<file path="config.mk">
export PLATFORM = sky130hd
export DESIGN_NAME = hisf_top
export DESIGN_NICKNAME = d
export VERILOG_FILES = /design/src/verilog/hisf_pkg.sv /design/src/verilog/hisf_sync.sv /design/src/verilog/hisf_top.sv
export SDC_FILE = /design/constraint.sdc
export NUM_CORES = 1
export LEC_CHECK = 0
export BUFFER_PORTS_ARGS = -buffer_cell sky130_fd_sc_hd__buf_2
export CAP_MARGIN = 25
export CORE_MARGIN = 3
export CORE_UTILIZATION = 44
export DETAILED_ROUTE_END_ITERATION = 12
export PLACE_DENSITY_LB_ADDON = 0.25
export SLEW_MARGIN = 20
export SYNTH_ARGS = -nofsm -noshare
export SYNTH_HDL_FRONTEND = slang
export SYNTH_SLANG_ARGS = --single-unit
export TNS_END_PERCENT = 5
</file>
<file path="constraint.sdc">
create_clock -name clk_i -period 5.9 [get_ports clk_i]
set_input_delay 0.295 -clock clk_i [delete_from_list [all_inputs] [get_ports clk_i]]
set_output_delay 0.295 -clock clk_i [all_outputs]
set_load 0.01 [all_outputs]
</file>
<file path="src/verilog/hisf_pkg.sv">
// hisf_pkg: shared constants and types of the host interface selector
// assumes a 25 MHz core clock; the buffer level is reported by the print engine
package hisf_pkg;
  // core clock rate
  localparam int unsigned CLK_HZ = 25000000;
  // serial flow thresholds in bytes of free space
  localparam logic [15:0] FREE_STOP = 16'h0C00;
  localparam logic [15:0] FREE_RESUME = 16'h1400;
  // free space under which the trickle accept starts
  localparam logic [15:0] FREE_TRICKLE = 16'h0200;
  // trickle: one byte per this many seconds (a few bytes per minute)
  localparam int unsigned TRICKLE_S = 15;
  // idle return timeout in seconds
  localparam int unsigned IDLE_S = 10;
  // nonvolatile locations of the packet mode settings
  localparam logic [7:0] NV_PAR_MODE = 8'h0A;
  localparam logic [7:0] NV_USB_MODE = 8'h0C;
  // settings register offsets on the plain port
  localparam logic [3:0] REG_MODE = 4'h0;
  localparam logic [3:0] REG_STATUS = 4'h1;
  localparam logic [3:0] REG_FREE = 4'h2;
  // field positions in the mode register
  localparam int unsigned MODE_PAR_LSB = 0;
  localparam int unsigned MODE_USB_LSB = 2;
  // flow codes
  localparam logic [7:0] CODE_XON = 8'h11;
  localparam logic [7:0] CODE_XOFF = 8'h13;
  // packet transport sync byte (first byte of the magic string)
  localparam logic [7:0] SYNC_BYTE = 8'h00;
  localparam logic [7:0] SYNC_LEN = 8'h08;
  // packet mode settings
  typedef enum logic [1:0] {HISF_PKT_OFF = 2'h0, HISF_PKT_ON = 2'h1,
                            HISF_PKT_AUTO = 2'h2} hisf_pkt_t;
  // active port
  typedef enum logic [1:0] {HISF_NONE, HISF_PAR, HISF_SER, HISF_USB} hisf_port_t;
endpackage

</file>
<file path="src/verilog/hisf_sync.sv">
// hisf_sync: two-flop synchroniser for a bus of asynchronous levels
// assumes the inputs come from pins outside the core clock domain
`timescale 1ns/1ps
module hisf_sync #(
  parameter int W = 1
) (
  // clock and reset
  input wire logic clk_i,
  input wire logic resetn_i,
  // levels
  input wire logic [W-1:0] d_i,
  output logic [W-1:0] q_o
);
  // first stage is read only by the second
  logic [W-1:0] meta;
  always_ff @(posedge clk_i or negedge resetn_i) begin
    if (!resetn_i) begin
      meta <= '0;
      q_o <= '0;
    end else begin
      meta <= d_i;
      q_o <= meta;
    end
  end
endmodule

</file>
<file path="src/verilog/hisf_top.sv">
// hisf_top: host port selection, serial flow control and packet filter
// assumes pins are asynchronous, buffer level comes from the engine
`timescale 1ns/1ps
////////////////////////////////////////////////////////////////////////////////
// Summary of operation
// - stop below 3072 free, resume above 5120
// - trickle accept when nearly full
// - full buffer: busy unless idle, accept nothing
// - idle scan, first active port wins
// - standby timeout returns to idle
// - keep selection while data or busy
// - unselected parallel port held busy
// - unselected serial ready at MARK
// - idle: parallel ready, serial SPACE
// - ignore init on unselected port
// - per-port packet mode, locations 0Ah/0Ch
// - On: discard until sync, then packet
// - Off: stream, discard sync string
// - Auto: stream until sync, then packet
// - packet channels blocked independently
// - USB full speed, NRZI coded
// - stream error: error low, busy high unless idle, stop
// - init pulse clears buffers
module hisf_top #(
  parameter int unsigned IDLE_SECONDS = hisf_pkg::IDLE_S,
  parameter int unsigned IDLE_CYCLES = IDLE_SECONDS * hisf_pkg::CLK_HZ,
  parameter int unsigned TRICKLE_CYCLES = hisf_pkg::TRICKLE_S * hisf_pkg::CLK_HZ,
  parameter int unsigned NCHAN = 4
) (
  // clock and reset
  input wire logic clk_i,
  input wire logic resetn_i,
  // settings port
  input wire logic [3:0] addr_i,
  input wire logic [7:0] wdata_i,
  input wire logic wr_i,
  input wire logic rd_i,
  output logic [15:0] rdata_o,
  // parallel pins
  input wire logic par_strobe_n_i,
  input wire logic par_init_n_i,
  input wire logic [7:0] par_data_i,
  output logic par_busy_o,
  output logic par_error_n_o,
  // serial pins: clock is sampled as a level
  input wire logic ser_clk_i,
  input wire logic ser_rxd_i,
  output logic ser_txd_o,
  output logic ser_dtr_o,
  // usb decoded byte from the line receiver
  input wire logic usb_valid_i,
  input wire logic [7:0] usb_data_i,
  input wire logic [1:0] usb_chan_i,
  // engine side
  input wire logic [15:0] free_i,
  input wire logic error_i,
  input wire logic [NCHAN-1:0] chan_block_i,
  output logic byte_valid_o,
  output logic [7:0] byte_o,
  output logic byte_pkt_o,
  output logic [1:0] byte_chan_o,
  output logic [1:0] sel_port_o,
  output logic init_o
);
  ////////////////////////////////////////////////////////////////////////////
  // pin synchronisers
  logic [11:0] pin_s;
  hisf_sync #(.W(12)) u_sync (
    .clk_i(clk_i),
    .resetn_i(resetn_i),
    .d_i({par_strobe_n_i, par_init_n_i, ser_clk_i, ser_rxd_i, par_data_i}),
    .q_o(pin_s)
  );
  logic strb_s, init_s, sclk_s, rxd_s;
  logic [7:0] pdat_s;
  assign {strb_s, init_s, sclk_s, rxd_s, pdat_s} = pin_s;
  // previous samples for edge detection
  logic strb_d, init_d, sclk_d;
  always_ff @(posedge clk_i or negedge resetn_i) begin
    if (!resetn_i) begin
      // the synchroniser leaves reset low: start low too, so no false fall
      strb_d <= 1'b0;
      init_d <= 1'b0;
      sclk_d <= 1'b0;
    end else begin
      strb_d <= strb_s;
      init_d <= init_s;
      sclk_d <= sclk_s;
    end
  end
  logic par_stb, init_fall, sclk_rise, sclk_fall;
  assign par_stb = strb_d & ~strb_s;
  assign init_fall = init_d & ~init_s;
  assign sclk_rise = ~sclk_d & sclk_s;
  assign sclk_fall = sclk_d & ~sclk_s;

  ////////////////////////////////////////////////////////////////////////////
  // settings registers; the usb line interface itself is a full speed NRZI
  // transceiver outside this block, delivering decoded bytes
  hisf_pkg::hisf_pkt_t mode_par, mode_usb;
  always_ff @(posedge clk_i or negedge resetn_i) begin
    if (!resetn_i) begin
      mode_par <= hisf_pkg::HISF_PKT_AUTO;
      mode_usb <= hisf_pkg::HISF_PKT_AUTO;
    end else if (wr_i && addr_i == hisf_pkg::REG_MODE) begin
      // loaded by firmware from nonvolatile locations 0Ah and 0Ch
      mode_par <= hisf_pkg::hisf_pkt_t'(wdata_i[hisf_pkg::MODE_PAR_LSB +: 2]);
      mode_usb <= hisf_pkg::hisf_pkt_t'(wdata_i[hisf_pkg::MODE_USB_LSB +: 2]);
    end
  end

  ////////////////////////////////////////////////////////////////////////////
  // serial receiver: start bit, 8 data, stop, sampled on clock rise
  logic [3:0] rx_cnt;
  logic [7:0] rx_sh;
  logic rx_done;
  always_ff @(posedge clk_i or negedge resetn_i) begin
    if (!resetn_i) begin
      rx_cnt <= 4'h0;
      rx_sh <= 8'h00;
      rx_done <= 1'b0;
    end else begin
      rx_done <= 1'b0;
      if (sclk_rise) begin
        if (rx_cnt == 4'h0) begin
          // waiting for start bit (low)
          if (!rxd_s) rx_cnt <= 4'h1;
        end else if (rx_cnt == 4'h9) begin
          // stop bit ends the word
          rx_cnt <= 4'h0;
          rx_done <= 1'b1;
        end else begin
          rx_sh <= {rxd_s, rx_sh[7:1]};
          rx_cnt <= rx_cnt + 4'h1;
        end
      end
    end
  end

  ////////////////////////////////////////////////////////////////////////////
  // port selection state machine
  typedef enum logic [1:0] {S_IDLE, S_ACTIVE} hisf_sel_t;
  hisf_sel_t state;
  hisf_pkg::hisf_port_t port;
  logic [$clog2(IDLE_CYCLES+1)-1:0] idle_cnt;
  logic sel_busy;
  logic any_par, any_ser, any_usb;
  assign any_par = par_stb;
  assign any_ser = rx_done;
  assign any_usb = usb_valid_i;
  // port that owns this cycle: in idle the winner of the scan
  hisf_pkg::hisf_port_t cur_port;
  always_comb begin
    cur_port = port;
    if (state == S_IDLE) begin
      if (any_par) cur_port = hisf_pkg::HISF_PAR;
      else if (any_ser) cur_port = hisf_pkg::HISF_SER;
      else if (any_usb) cur_port = hisf_pkg::HISF_USB;
      else cur_port = hisf_pkg::HISF_NONE;
    end
  end
  logic port_act;
  always_comb begin
    unique case (cur_port)
      hisf_pkg::HISF_PAR: port_act = any_par;
      hisf_pkg::HISF_SER: port_act = any_ser;
      hisf_pkg::HISF_USB: port_act = any_usb;
      default: port_act = 1'b0;
    endcase
  end
  always_ff @(posedge clk_i or negedge resetn_i) begin
    if (!resetn_i) begin
      state <= S_IDLE;
      port <= hisf_pkg::HISF_NONE;
      idle_cnt <= '0;
    end else begin
      unique case (state)
        S_IDLE: begin
          // first port with data is selected, its first byte kept
          idle_cnt <= '0;
          if (cur_port != hisf_pkg::HISF_NONE) begin
            state <= S_ACTIVE;
            port <= cur_port;
          end
        end
        S_ACTIVE: begin
          if (port_act || sel_busy) begin
            // data or busy keeps the selection
            idle_cnt <= '0;
          end else if (idle_cnt >= IDLE_CYCLES[$bits(idle_cnt)-1:0] - 1'b1) begin
            // standby for the configured seconds returns to idle
            state <= S_IDLE;
            port <= hisf_pkg::HISF_NONE;
            idle_cnt <= '0;
          end else begin
            idle_cnt <= idle_cnt + 1'b1;
          end
        end
      endcase
    end
  end

  ////////////////////////////////////////////////////////////////////////////
  // buffer flow control
  logic full, trickle_zone, flow_stop;
  assign full = free_i == 16'h0000;
  assign trickle_zone = free_i < hisf_pkg::FREE_TRICKLE;
  // serial stop/resume with hysteresis
  always_ff @(posedge clk_i or negedge resetn_i) begin
    if (!resetn_i) begin
      flow_stop <= 1'b0;
    end else if (free_i < hisf_pkg::FREE_STOP) begin
      flow_stop <= 1'b1;
    end else if (free_i > hisf_pkg::FREE_RESUME) begin
      flow_stop <= 1'b0;
    end
    // between thresholds the state is held
  end
  // trickle timer grants one byte now and then while nearly full
  logic [$clog2(TRICKLE_CYCLES+1)-1:0] tr_cnt;
  logic tr_grant;
  logic take;
  always_ff @(posedge clk_i or negedge resetn_i) begin
    if (!resetn_i) begin
      tr_cnt <= '0;
      tr_grant <= 1'b0;
    end else if (!trickle_zone || full) begin
      tr_cnt <= '0;
      tr_grant <= 1'b0;
    end else if (take) begin
      tr_grant <= 1'b0;
    end else if (tr_cnt >= TRICKLE_CYCLES[$bits(tr_cnt)-1:0] - 1'b1) begin
      tr_cnt <= '0;
      tr_grant <= 1'b1;
    end else begin
      tr_cnt <= tr_cnt + 1'b1;
    end
  end
  // packet mode holds through errors
  logic pkt_par, pkt_usb, in_pkt, err_stop;
  assign in_pkt = (port == hisf_pkg::HISF_PAR && pkt_par) ||
                  (port == hisf_pkg::HISF_USB && pkt_usb);
  assign err_stop = error_i && !in_pkt;
  // accept: room and no error; near full only on a trickle grant
  logic accept;
  assign accept = !full && !err_stop && (!trickle_zone || tr_grant);
  assign sel_busy = !accept;

  ////////////////////////////////////////////////////////////////////////////
  // packet transport filters, one per packet-capable port
  logic [7:0] cur_byte;
  logic cur_valid;
  logic [1:0] cur_chan;
  always_comb begin
    cur_valid = port_act && accept;
    cur_byte = 8'h00;
    cur_chan = 2'h0;
    unique case (cur_port)
      hisf_pkg::HISF_PAR: cur_byte = pdat_s;
      hisf_pkg::HISF_SER: cur_byte = rx_sh;
      hisf_pkg::HISF_USB: begin
        cur_byte = usb_data_i;
        cur_chan = usb_chan_i;
      end
      default: cur_byte = 8'h00;
    endcase
  end
  assign take = cur_valid;
  // count consecutive sync bytes per port
  logic [7:0] sync_par, sync_usb;
  logic hit_par, hit_usb;
  assign hit_par = port == hisf_pkg::HISF_PAR && cur_valid &&
                   cur_byte == hisf_pkg::SYNC_BYTE &&
                   sync_par == hisf_pkg::SYNC_LEN - 8'h01;
  assign hit_usb = port == hisf_pkg::HISF_USB && cur_valid &&
                   cur_byte == hisf_pkg::SYNC_BYTE &&
                   sync_usb == hisf_pkg::SYNC_LEN - 8'h01;
  always_ff @(posedge clk_i or negedge resetn_i) begin
    if (!resetn_i) begin
      sync_par <= 8'h00;
      sync_usb <= 8'h00;
      pkt_par <= 1'b0;
      pkt_usb <= 1'b0;
    end else if (state == S_IDLE || init_o) begin
      sync_par <= 8'h00;
      sync_usb <= 8'h00;
      pkt_par <= 1'b0;
      pkt_usb <= 1'b0;
    end else if (cur_valid) begin
      if (port == hisf_pkg::HISF_PAR) begin
        sync_par <= (cur_byte == hisf_pkg::SYNC_BYTE && !hit_par) ? sync_par + 8'h01 : 8'h00;
        // On and Auto enter packet mode on sync; Off never
        if (hit_par && mode_par != hisf_pkg::HISF_PKT_OFF) pkt_par <= 1'b1;
      end
      if (port == hisf_pkg::HISF_USB) begin
        sync_usb <= (cur_byte == hisf_pkg::SYNC_BYTE && !hit_usb) ? sync_usb + 8'h01 : 8'h00;
        if (hit_usb && mode_usb != hisf_pkg::HISF_PKT_OFF) pkt_usb <= 1'b1;
      end
    end
  end
  // forwarding decision
  hisf_pkg::hisf_pkt_t cur_mode;
  logic cur_pkt, fwd;
  always_comb begin
    cur_mode = hisf_pkg::HISF_PKT_OFF;
    if (cur_port == hisf_pkg::HISF_PAR) cur_mode = mode_par;
    if (cur_port == hisf_pkg::HISF_USB) cur_mode = mode_usb;
    cur_pkt = in_pkt;
    fwd = cur_valid;
    if (!cur_pkt && cur_mode == hisf_pkg::HISF_PKT_ON) fwd = 1'b0;
    // sync bytes are never passed as stream data
    if (!cur_pkt && cur_byte == hisf_pkg::SYNC_BYTE) fwd = 1'b0;
    // a blocked channel drops only its own traffic
    if (cur_pkt && chan_block_i[cur_chan]) fwd = 1'b0;
  end
  always_ff @(posedge clk_i or negedge resetn_i) begin
    if (!resetn_i) begin
      byte_valid_o <= 1'b0;
      byte_o <= 8'h00;
      byte_pkt_o <= 1'b0;
      byte_chan_o <= 2'h0;
    end else begin
      byte_valid_o <= fwd;
      byte_o <= cur_byte;
      byte_pkt_o <= cur_pkt;
      byte_chan_o <= cur_chan;
    end
  end

  ////////////////////////////////////////////////////////////////////////////
  // parallel status pins and init
  always_ff @(posedge clk_i or negedge resetn_i) begin
    if (!resetn_i) begin
      par_busy_o <= 1'b0;
      par_error_n_o <= 1'b1;
      init_o <= 1'b0;
    end else begin
      if (state == S_IDLE) par_busy_o <= 1'b0;
      else if (port != hisf_pkg::HISF_PAR) par_busy_o <= 1'b1;
      else par_busy_o <= !accept;
      par_error_n_o <= !err_stop;
      // only the selected parallel port honours init
      init_o <= init_fall && state == S_ACTIVE && port == hisf_pkg::HISF_PAR;
    end
  end
  // serial terminal ready (1 = SPACE/on) and flow code transmitter
  logic flow_d;
  logic [3:0] tx_cnt;
  logic [9:0] tx_sh;
  always_ff @(posedge clk_i or negedge resetn_i) begin
    if (!resetn_i) begin
      ser_dtr_o <= 1'b1;
      flow_d <= 1'b0;
      tx_cnt <= 4'h0;
      tx_sh <= 10'h3FF;
      ser_txd_o <= 1'b1;
    end else begin
      if (state == S_IDLE) ser_dtr_o <= 1'b1;
      else if (port != hisf_pkg::HISF_SER) ser_dtr_o <= 1'b0;
      else ser_dtr_o <= !flow_stop;
      if (flow_d != flow_stop && tx_cnt == 4'h0 && port == hisf_pkg::HISF_SER) begin
        // load stop/resume code with start and stop bits
        flow_d <= flow_stop;
        tx_sh <= {1'b1, flow_stop ? hisf_pkg::CODE_XOFF : hisf_pkg::CODE_XON, 1'b0};
        tx_cnt <= 4'hA;
      end else if (port != hisf_pkg::HISF_SER) begin
        flow_d <= flow_stop;
      end
      if (sclk_fall && tx_cnt != 4'h0) begin
        ser_txd_o <= tx_sh[0];
        tx_sh <= {1'b1, tx_sh[9:1]};
        tx_cnt <= tx_cnt - 4'h1;
      end
    end
  end

  ////////////////////////////////////////////////////////////////////////////
  // read port
  always_ff @(posedge clk_i or negedge resetn_i) begin
    if (!resetn_i) begin
      rdata_o <= 16'h0000;
    end else if (rd_i) begin
      unique case (addr_i)
        hisf_pkg::REG_MODE: rdata_o <= {12'h000, mode_usb, mode_par};
        hisf_pkg::REG_STATUS: rdata_o <= {9'h000, pkt_usb, pkt_par, flow_stop,
                                          state == S_ACTIVE, sel_busy, port};
        hisf_pkg::REG_FREE: rdata_o <= free_i;
        default: rdata_o <= 16'h0000;
      endcase
    end else begin
      rdata_o <= 16'h0000;
    end
  end
  always_ff @(posedge clk_i or negedge resetn_i) begin
    if (!resetn_i) sel_port_o <= 2'h0;
    else sel_port_o <= port;
  end

  ////////////////////////////////////////////////////////////////////////////
  // checks
  a_busy_when_full: assert property (@(posedge clk_i) disable iff (!resetn_i)
    full && state == S_ACTIVE && port == hisf_pkg::HISF_PAR |=> par_busy_o)
    else $error("parallel not busy while buffer full");
  a_no_take_full: assert property (@(posedge clk_i) disable iff (!resetn_i)
    full |=> !byte_valid_o)
    else $error("byte accepted with full buffer");
  a_flow_stop_set: assert property (@(posedge clk_i) disable iff (!resetn_i)
    free_i < hisf_pkg::FREE_STOP |=> flow_stop)
    else $error("flow not stopped below low mark");
  a_flow_hold: assert property (@(posedge clk_i) disable iff (!resetn_i)
    free_i >= hisf_pkg::FREE_STOP && free_i <= hisf_pkg::FREE_RESUME
    |=> flow_stop == $past(flow_stop))
    else $error("flow changed between thresholds");
  a_par_unsel_busy: assert property (@(posedge clk_i) disable iff (!resetn_i)
    state == S_ACTIVE && port != hisf_pkg::HISF_PAR |=> par_busy_o)
    else $error("unselected parallel not busy");
  a_ser_unsel_mark: assert property (@(posedge clk_i) disable iff (!resetn_i)
    state == S_ACTIVE && port != hisf_pkg::HISF_SER |=> !ser_dtr_o)
    else $error("unselected serial ready not at mark");
  a_idle_ready: assert property (@(posedge clk_i) disable iff (!resetn_i)
    state == S_IDLE |=> !par_busy_o && ser_dtr_o)
    else $error("idle outputs not ready");
  a_init_gated: assert property (@(posedge clk_i) disable iff (!resetn_i)
    init_fall && port != hisf_pkg::HISF_PAR |=> !init_o)
    else $error("init honoured on unselected port");
  a_sel_kept: assert property (@(posedge clk_i) disable iff (!resetn_i)
    state == S_ACTIVE && (port_act || sel_busy) |=> port == $past(port))
    else $error("selection lost while active");
  a_err_stops: assert property (@(posedge clk_i) disable iff (!resetn_i)
    err_stop |=> !par_error_n_o && !byte_valid_o)
    else $error("error did not stop reception");
endmodule

</file>
* Yosys cells after proc, flatten, opt, wreduce, memory -nomap -nowiden
Cells that the tools add are included.
** Storage, ports and cells
- Bits in registers :: 175
- Input port bits :: 60
- Output and inout bits :: 35
- Word-level logic and storage cells :: 207
** Operators by class
- $add $sub $neg :: 6
- Order comparisons :: 6
- Eq/ne operators :: 21
- Mux-type cells :: 66
- Bitwise logic cells :: 10
- Reduce and logical (&&, ||, !) cells :: 64
** Operators by type and width (number)
- 29-bit 2-to-1 mux :: 3
- 8-bit 2-to-1 mux :: 8
- 28-bit 2-to-1 mux :: 2
- 28-bit case mux with 2 select lines :: 1
- 16-bit case mux with 3 select lines :: 1
- 29-bit by 1-bit adder with 29-bit output (second input constant) :: 1
- 29-bit greater-or-equal comparator (second input constant) :: 1
- 28-bit by 1-bit adder with 28-bit output (second input constant) :: 1
- 28-bit greater-or-equal comparator (second input constant) :: 1
- 1-bit 2-to-1 mux :: 26
- 1-bit logical AND :: 25
- 2-bit 2-to-1 mux :: 12
- 8-bit case mux with 3 select lines :: 1
- 2-bit nonzero test :: 11
- 10-bit 2-to-1 mux :: 2
- 4-bit 2-to-1 mux :: 5
- 8-bit by 1-bit adder with 8-bit output (second input constant) :: 2
- 8-bit by 3-bit equality test with 1-bit output (second input constant) :: 2
- 16-bit by 13-bit > comparator with 1-bit output (second input constant) :: 1
- 16-bit zero test :: 1
- 16-bit by 10-bit less-than comparator with 1-bit output (second input constant) :: 1
- 16-bit by 12-bit less-than comparator with 1-bit output (second input constant) :: 1
- 16-bit 2-to-1 mux :: 1
- 4-bit zero test :: 3
- 24 further kinds :: 60

* Logic depth before layout (Yosys ltp)
Gate-level depths: netlist of the first run.
- Word-level depth :: 18
- Depth in mapped cells :: 9
- Depth with buffers taken out :: 8

* By module
A second synthesis of the first run with hierarchy kept.
** Unflattened totals
- Cells, all modules :: 839
- Area total of the unflattened synthesis :: 8016.4 um^2
** Modules (own cells, without submodules)
- hisf_top :: times used 1, cells an instance 815, area an instance 7415.9 um^2, sequential area each 3746.1 um^2
- hisf_sync :: times used 1, cells an instance 24, area an instance 600.6 um^2, sequential area each 600.6 um^2

* Least setup slack after synthesis of the first run
OpenSTA, ideal clock, no wires.
- Path kind :: flip-flop to flip-flop
- Start point :: register tr_cnt[0]
- End point :: register tr_cnt[22]
- Setup time :: 78 ps
- Data arrival time :: 2134 ps
- Required time :: 5822 ps
- Setup slack :: 3688 ps
- Cell stages (with the launch flop) :: 10
- Buffers on the path :: 1
- Clock period less this slack :: 2212 ps
- Path through :: dfrtp_1 ha_1 nand2_1 nor2_1 o311ai_1 a21oi_2 or2_1 buf_6 or3_1 a21oi_1
** Between the ends
- Longest elaborated chain between the ends :: 4
- Elaborated cells between the ends (all ways) :: 5
- Those cells by class :: 1 x add/sub; 1 x order compare; 3 x mux
** Ends and longest elaborated chain
- from (decl) :: RTL line hisf_top.sv:220 : logic [$clog2(TRICKLE_CYCLES+1)-1:0] tr_cnt;
- from (signal assigned) :: RTL line hisf_top.sv:236 : tr_cnt <= tr_cnt + 1'b1;
- 29-bit by 1-bit adder with 29-bit output or 29-bit greater-or-equal comparator (tied branches) :: RTL line hisf_top.sv:236, hisf_top.sv:232
- 29-bit 2-to-1 mux * :: RTL line hisf_top.sv:232 : end else if (tr_cnt >= TRICKLE_CYCLES[$bits(tr_cnt)-1:0] - 1'b1) begin
- 29-bit 2-to-1 mux * :: RTL line hisf_top.sv:230 : end else if (take) begin
- 29-bit 2-to-1 mux * :: RTL line hisf_top.sv:227 : end else if (!trickle_zone || full) begin
Every way passes the cells marked *; elsewhere a longest branch is shown, timed or not. The select of a mux whose other input is x is not followed.
A chain may end at the register's enable or synchronous reset.

* Worst setup path in the final report of the first run
- Start point :: register state[0]
- End point :: register sync_usb[2]
** Between the ends
- Longest elaborated chain between the ends :: 14
- Elaborated cells between the ends (all ways) :: 22
- Those cells by class :: 3 x eq/ne; 7 x mux; 12 x reduce/logical
** Ends and longest elaborated chain
- from (decl) :: RTL line hisf_top.sv:143 : hisf_sel_t state;
- from (signal assigned) :: RTL line hisf_top.sv:173 : state <= S_IDLE;
- from (signal assigned) :: RTL line hisf_top.sv:182 : state <= S_ACTIVE;
- from (signal assigned) :: RTL line hisf_top.sv:192 : state <= S_IDLE;
- 2-bit zero test * :: RTL line hisf_top.sv:155, hisf_top.sv:284
- branches (longest 13 deep; another with 8-bit case mux with 3 select lines)
- to (signal assigned) :: RTL line hisf_top.sv:296 : sync_usb <= (cur_byte == hisf_pkg::SYNC_BYTE && !hit_usb) ? sync_usb + 8'h01 : 8'h00;
- to (decl) :: RTL line hisf_top.sv:270 : logic [7:0] sync_par, sync_usb;
Mark *: on every way between the ends. The select of a mux whose other input is x is not followed.

==> out/summary.txt, run 1 <==
YS warnings -> 0
Post-synth ARST share -> 100%
RSZ-0062 raised after global routing -> false
Final hold violations -> 0
Post-synthesis simple-gate area fraction -> 23.2%
Vias in the first global route -> 6000
Vias per cell -> 5.41
All-Layer GR Usage -> 17.5%
Post-CTS sizing -> 0
Synthesized Nets -> 897
Final setup margin -> 2.70 ns
Boundary Pins -> 95
Power per cell area -> 298 nW/um^2
Area Overhead vs Synth -> 16.8%
EDFF count, synth -> 0
Longest Clk Path Bufs -> 2
Top_reg_cell synth -> dfrtp_1
Synthesized area -> 8160 um^2
Worst path arrival time -> 3.53 ns
Final setup viols -> 0
Slew HR -> 34.3%
DRT antenna net count -> 0
DP HPWL -> 11.7 mm
Area share of fa/ha/maj cells after synthesis -> 1.38%
Via Count -> 6328
CP startpoint kind -> flip-flop
Residual DRC -> 0
Hold-fix buffers, CTS -> 12
Leakage -> 0.00416 uW
Overflow after GRT -> 0
Clock latency on the worst-skew pair -> 0.42 ns
Highest clock rate -> 313 MHz
Total wire length -> 17.3 mm
Starting DRT DRC Count -> 423
N_diodes -> 0
Place WS -> 2.69 ns
CP endpoint kind -> flip-flop
Placer Congestion -> 0.782
Period utilization -> 54.2%
Die Ht -> 142 um
1st-pass router iterations -> 5
Chip width -> 142 um
# rows -> 49
Fraction of layout instances using a drive strength above 1 -> 18.5%
Total CTS buffers -> 17
Post-synthesis register bit count -> 173
Peak supply drop -> 0.209 mV
Clock Skew -> 0.0108 ns
Setup_tns -> 0 ns
Compound-cell area share of the yosys netlist -> 12.2%
Final Instance Area -> 9530 um^2
Number of antenna violations at the first check in global routing -> 0
Placeable Area -> 18100 um^2
Max capacitance violation total -> 0
Post-synth cell types -> 70
Outcome -> completed
Slew Viols, Final -> 0
Final nets -> 996
Crit Path Max Fanout -> 17
Htree depth -> 4
Hold Path Class -> primary input to flip-flop
Critical path class -> flip-flop to flip-flop
TritonCTS clock tree -> done
Initial Util -> 45.1%
Placed inst area -> 8810 um^2
Post-synthesis mux area share -> 3.56%
CTS root buffer -> clkbuf_16
Top cells by area, synth -> dfrtp_1 49%, nor2_1 4.7%, dfstp_2 4.5%
Largest net degree at the start of global routing -> 108
Per-cell routed wire length -> 14.8 um
Post-Synth XOR/XNOR Area -> 3.76%
Worst-path clk slew -> 0.07 ns
Worst Path Required -> 6.23 ns
Post-synthesis sequential area ratio -> 53.3%
Largest family of logic cells by synthesized area -> simple AND/OR/NAND/NOR gates
Worst Max-Slew Pin Slew -> 0.982 ns
Period minus WS final -> 3.20 ns
Die area -> 20200 um^2
Synth Area per Inst -> 9.85 um^2
Port bufs -> 90
Post-CTS setup buffers -> 0
First-pass GRT wire length -> 29.0 mm
Leading area contributor after synthesis -> dfrtp_1
Gate Count Post-Synth -> 828
Clock Sinks -> 173
Top cell type's share of synthesized area -> 48.8%
worst max-delay path, cell delays in order (launching register included):
cell     delay [ns]
dfrtp_1        0.61
o31ai_4        0.76
mux2_2         0.40
a22oi_1        0.20
and4_1         0.54
nand2_1        0.28
o31ai_1        0.29
stage by stage:
step	instances	util (%)	hold slack, ns	power [uW]
4_1_cts	1167	52.5	0.0280	2870
5_1_grt	1169	52.7	0.0438	2990
3_3_place_gp	1123	48.7	0.333	1780
3_5_place_dp	1123	48.7	0.339	1790
2_1_floorplan	828	-	-0.000591	1660
6_report	1169	52.7	0.0515	2840
cell usage after synthesis (3+ instances only):
library cell    n
nand3_1        32
buf_1           3
and2_1         16
mux2i_1        11
nand4_1        13
nand4b_1        3
ha_1            9
dfrtp_1       159
xnor2_1        17
o2111ai_1       3
mux2_2         15
or3_1          14
dfstp_2        14
a21oi_1        37
nor4_1          9
and4_1          4
or4_1           5
a22oi_1        12
clkbuf_1       18
nor3b_1         3
nand3b_1        9
nor3_1         23
o21ai_0        53
nor2_1        103
nand2_1        93
and3_1         12
nand2b_1        7
xor2_1         18
o21ai_1        11
buf_2           7
a31oi_1        15
inv_1          19
o31ai_1         6
nor2b_1        11
layer usage:
layer  share of wire, %  wire length (um)  vias to the layer above  global-route usage, %
met5                  0                 0                        -                      0
met2                 46              7930                      133                   27.0
li1                   -                 -                     3123                      -
met4                1.6               278                        0                   5.96
met1                 48              8350                     3049                   24.7
met3                4.1               699                       23                   3.56
worst paths after layout:
check,from,to,slack (ns),cells past startpoint
hold reg to reg,u_sync.meta[3],u_sync.q_o[3],0.36,0
setup / recovery,state[0],sync_usb[2],2.70,6
min in group asynchronous,resetn_i,tr_cnt[12],0.34,2
hold / removal,error_i,par_error_n_o,0.05,2
setup reg to reg,state[0],sync_usb[2],2.70,6
max in group asynchronous,resetn_i,rx_cnt[0],4.40,3
registers in the layout (all words and copies together), names as in the netlist, 9 cells and up:
register / count
tr_cnt: 29
idle_cnt: 28
rdata_o: 16
u_sync.meta: 12
u_sync.q_o: 12
tx_sh: 9
power by group:
part	total, uW	switching, uW	internal, uW	leakage [uW]
combinational	346	187	158	0.00166
sequential	1430	93.6	1330	0.00223
clock	1060	497	567	0.000268
total	2840	778	2060	0.00416
logic make-up (layout without fill, tap and decap cells):
logic type / after synthesis / count (layout)
and+or+nand+nor: 373 / 373
buffers and inverters: 50 / 162
muxes: 27 / 27
xor gates and xnor gates: 35 / 35
DFF: 173 / 173
adders and majority gates: 9 / 9
AOI/OAI and AO/OA: 161 / 161
placed cells by master (no fill, tap or decap), types with 16 or more instances in the layout:
cell and instances:
a21oi_1 37, inv_1 19, xor2_1 18, nand2_1 93, o21ai_0 53, nor3_1 23, nand3_1 32, dfrtp_1 159
and2_1 16, nor2_1 103, clkbuf_16 17, xnor2_1 17, buf_2 89
cell type report:
cell class              instances  area [um^2]
multi-input cells             605         3600
flip-flops and latches        173         4350
clock buffers                  19          443
inverters                      19         71.3
fillers                      1608         8550
repair buffers                111          667
clock inverters                13          118
well taps                     229          287
(Power assumes the default switching activity.)
==> inputs of run 2 (changes only) <==
==> constraint.sdc (replaced) <==
create_clock -name clk_i -period 2.7 [get_ports clk_i]
set_input_delay 0.135 -clock clk_i [delete_from_list [all_inputs] [get_ports clk_i]]
set_output_delay 0.135 -clock clk_i [all_outputs]
set_load 0.01 [all_outputs]
==> out/summary.txt, run 2 (synthesized netlist as in run 1, its figures left out) <==
Outcome -> completed
Max reg flops -> 29 (unchanged)
CTS root buffer -> clkbuf_16
RSZ-0062 raised after global routing -> false
N_diodes -> 0 (unchanged)
Reg-to-reg endpoint -> sync_par[2]
TritonCTS clock tree -> done
Final setup margin -> 0.208 ns (-2.50 ns)
# fillers -> 1542 (-4.1%)
Number of antenna violations at the first check in global routing -> 0 (unchanged)
Worst path arrival time -> 2.79 ns (-0.74 ns)
Clock latency on the worst-skew pair -> 0.43 ns (about the same)
WHS Path Cells -> 3 (+1)
Leakage -> 0.00434 uW (+4.1%)
Via Count -> 6400 (+1.1%)
Max capacitance violation total -> 0 (unchanged)
Slew HR -> 50.5% (+16 points)
Total wire length -> 17.7 mm (+2.4%)
Die area -> 20200 um^2 (unchanged)
Final nets -> 1034 (+3.8%)
Total CTS buffers -> 17 (unchanged)
First-pass GRT wire length -> 30.4 mm (+5.0%)
Vias in the first global route -> 6182 (+3.0%)
R2r worst-path depth -> 9 (+3)
Fraction of layout instances using a drive strength above 1 -> 19.5% (+1.0 points)
Placer Congestion -> 0.813 (+3.9%)
Peak supply drop -> 0.455 mV (+120%)
Period minus WS final -> 2.49 ns (-0.705 ns)
Most frequent cells in the layout -> 159 x dfrtp_1, 103 x nor2_1, 93 x nand2_1, 89 x buf_2, 53 x o21ai_0
Final hold violations -> 0 (unchanged)
Commonest non-fill, non-tap cell in the layout -> dfrtp_1
Per-cell routed wire length -> 14.6 um (-0.82%)
Crit Path Max Fanout -> 10 (-7)
Worst-path clk slew -> 0.07 ns (about the same)
Met3 Use GR -> 3.49% (-0.067 points)
Slowest cell on the critical path -> o22ai_1
Total power -> 6310 uW (+120%)
Area Overhead vs Synth -> 21.0%
Largest net degree at the start of global routing -> 71 (-34%)
Initial Util -> 45.1% (unchanged)
Place WS -> 0.234 ns (-2.45 ns)
Hold EP -> byte_o[7]
Overflow after GRT -> 0 (unchanged)
Highest clock rate -> 401 MHz (+28%)
Top Usage Layer GRT -> met2
Power per cell area -> 639 nW/um^2 (+110%)
1st-pass router iterations -> 5 (unchanged)
Worst Max-Slew Pin Slew -> 0.742 ns (-0.240 ns)
Hold-fix buffers, CTS -> 33 (+21)
Die Ht -> 142 um (unchanged)
Worst reg2reg setup slack -> 0.21 ns (-2.50 ns)
DRT antenna net count -> 0 (unchanged)
Placeable Area -> 18100 um^2 (unchanged)
Clock Sinks -> 173 (unchanged)
Setup_tns -> 0 ns (unchanged)
Port bufs -> 90 (unchanged)
Htree depth -> 4 (unchanged)
Vias per cell -> 5.30 (-2.0%)
Starting DRT DRC Count -> 348 (-18%)
Post-CTS sizing -> 0 (unchanged)
Worst path max stage delay -> 0.59 ns (-0.17 ns)
# rows -> 49 (unchanged)
M2 GR Usage -> 29.1% (+2.1 points)
Post-CTS setup buffers -> 0 (unchanged)
CP endpoint kind -> flip-flop
Chip width -> 142 um (unchanged)
Residual DRC -> 0 (unchanged)
R2r startpoint -> state[0]
Hold Path Class -> primary input to flip-flop
Boundary Pins -> 95 (unchanged)
Biggest regs -> tr_cnt (29), idle_cnt (28), rdata_o (16)
Grt met1 use -> 26.1% (+1.5 points)
Final setup viols -> 0 (unchanged)
All-Layer GR Usage -> 18.3% (+0.86 points)
Worst Path Required -> 3.00 ns (-3.23 ns)
Period utilization -> 92.3% (+38 points)
Clock Skew -> 0.0115 ns (+0.000672 ns)
CP most frequent cell -> buf_4
CP startpoint kind -> flip-flop
Longest Clk Path Bufs -> 2 (unchanged)
Slew Viols, Final -> 0 (unchanged)
Critical path class -> flip-flop to flip-flop
Largest Register -> tr_cnt
CP Cell Sequence -> buf_4 > nand2b_1 > o22ai_1 > o21a_1 > a211oi_1 > and4_1 > buf_4 > nand4b_1 > a31oi_1
DP HPWL -> 12.1 mm (+3.5%)
Hold wc startpoint -> usb_data_i[7]
-- run 2: how the worst max path moves through the flow --
stage | cells past startpoint | slack, ns | start | end
after floorplan | 9 | 0.49 | tr_cnt[0] | tr_cnt[22]
after global placement | 9 | 0.27 | state[0] | pkt_par
after detailed placement | 9 | 0.23 | state[0] | sync_par[2]
after CTS | 9 | 0.22 | state[0] | sync_par[2]
after global routing | 8 | 0.05 | state[0] | sync_par[2]
final | 9 | 0.21 | state[0] | sync_par[2]
-- run 2: report_power, final --
part           switching, uW  total, uW  leakage, uW  internal [uW]
combinational            421        797      0.00183            377
sequential               200       3110      0.00223           2910
clock                   1080       2400     0.000273           1320
-- run 2: worst max-delay path: cells and delay by family, from the launching register on --
kind / cells / cell delay, ns
buffers and inverters: 2 / 0.41
and+or+nand+nor: 3 / 0.54
DFF: 1 / 0.48
AOI/OAI and AO/OA: 4 / 0.93
-- run 2: through the flow --
stage / instances / util (%) / instance area (um^2) / hold slack [ns]
after global placement: 1142 / 49.6 / 8970 / 0.0638
after detailed placement: 1142 / 49.6 / 8970 / 0.0685
after CTS: 1207 / 54.6 / 9870 / 0.00991
after floorplan: 828 / - / 8160 / -0.161
final: 1207 / 54.6 / 9870 / 0.0305
after global routing: 1207 / 54.6 / 9870 / 0.0577
-- run 2: final cells by class --
| class | instances | area (um^2) | share of cell area, % |
|---|---|---|---|
| clock inverter | 12 | 124 | 1.25 |
| sequential | 173 | 4350 | 44.0 |
| multi-input combinational | 605 | 3600 | 36.5 |
| clock buffer | 20 | 447 | 4.53 |
| timing repair buffer | 149 | 995 | 10.1 |
| inverter | 19 | 71.3 | 0.723 |
| tap | 229 | 287 | 2.90 |
-- run 2: layer usage --
metal  routed length, um  vias to the layer above
met1                8720                     3073
met3                 635                       12
li1                    -                     3192
met2                8190                      123
met4                 119                        0
met5                   0                        -
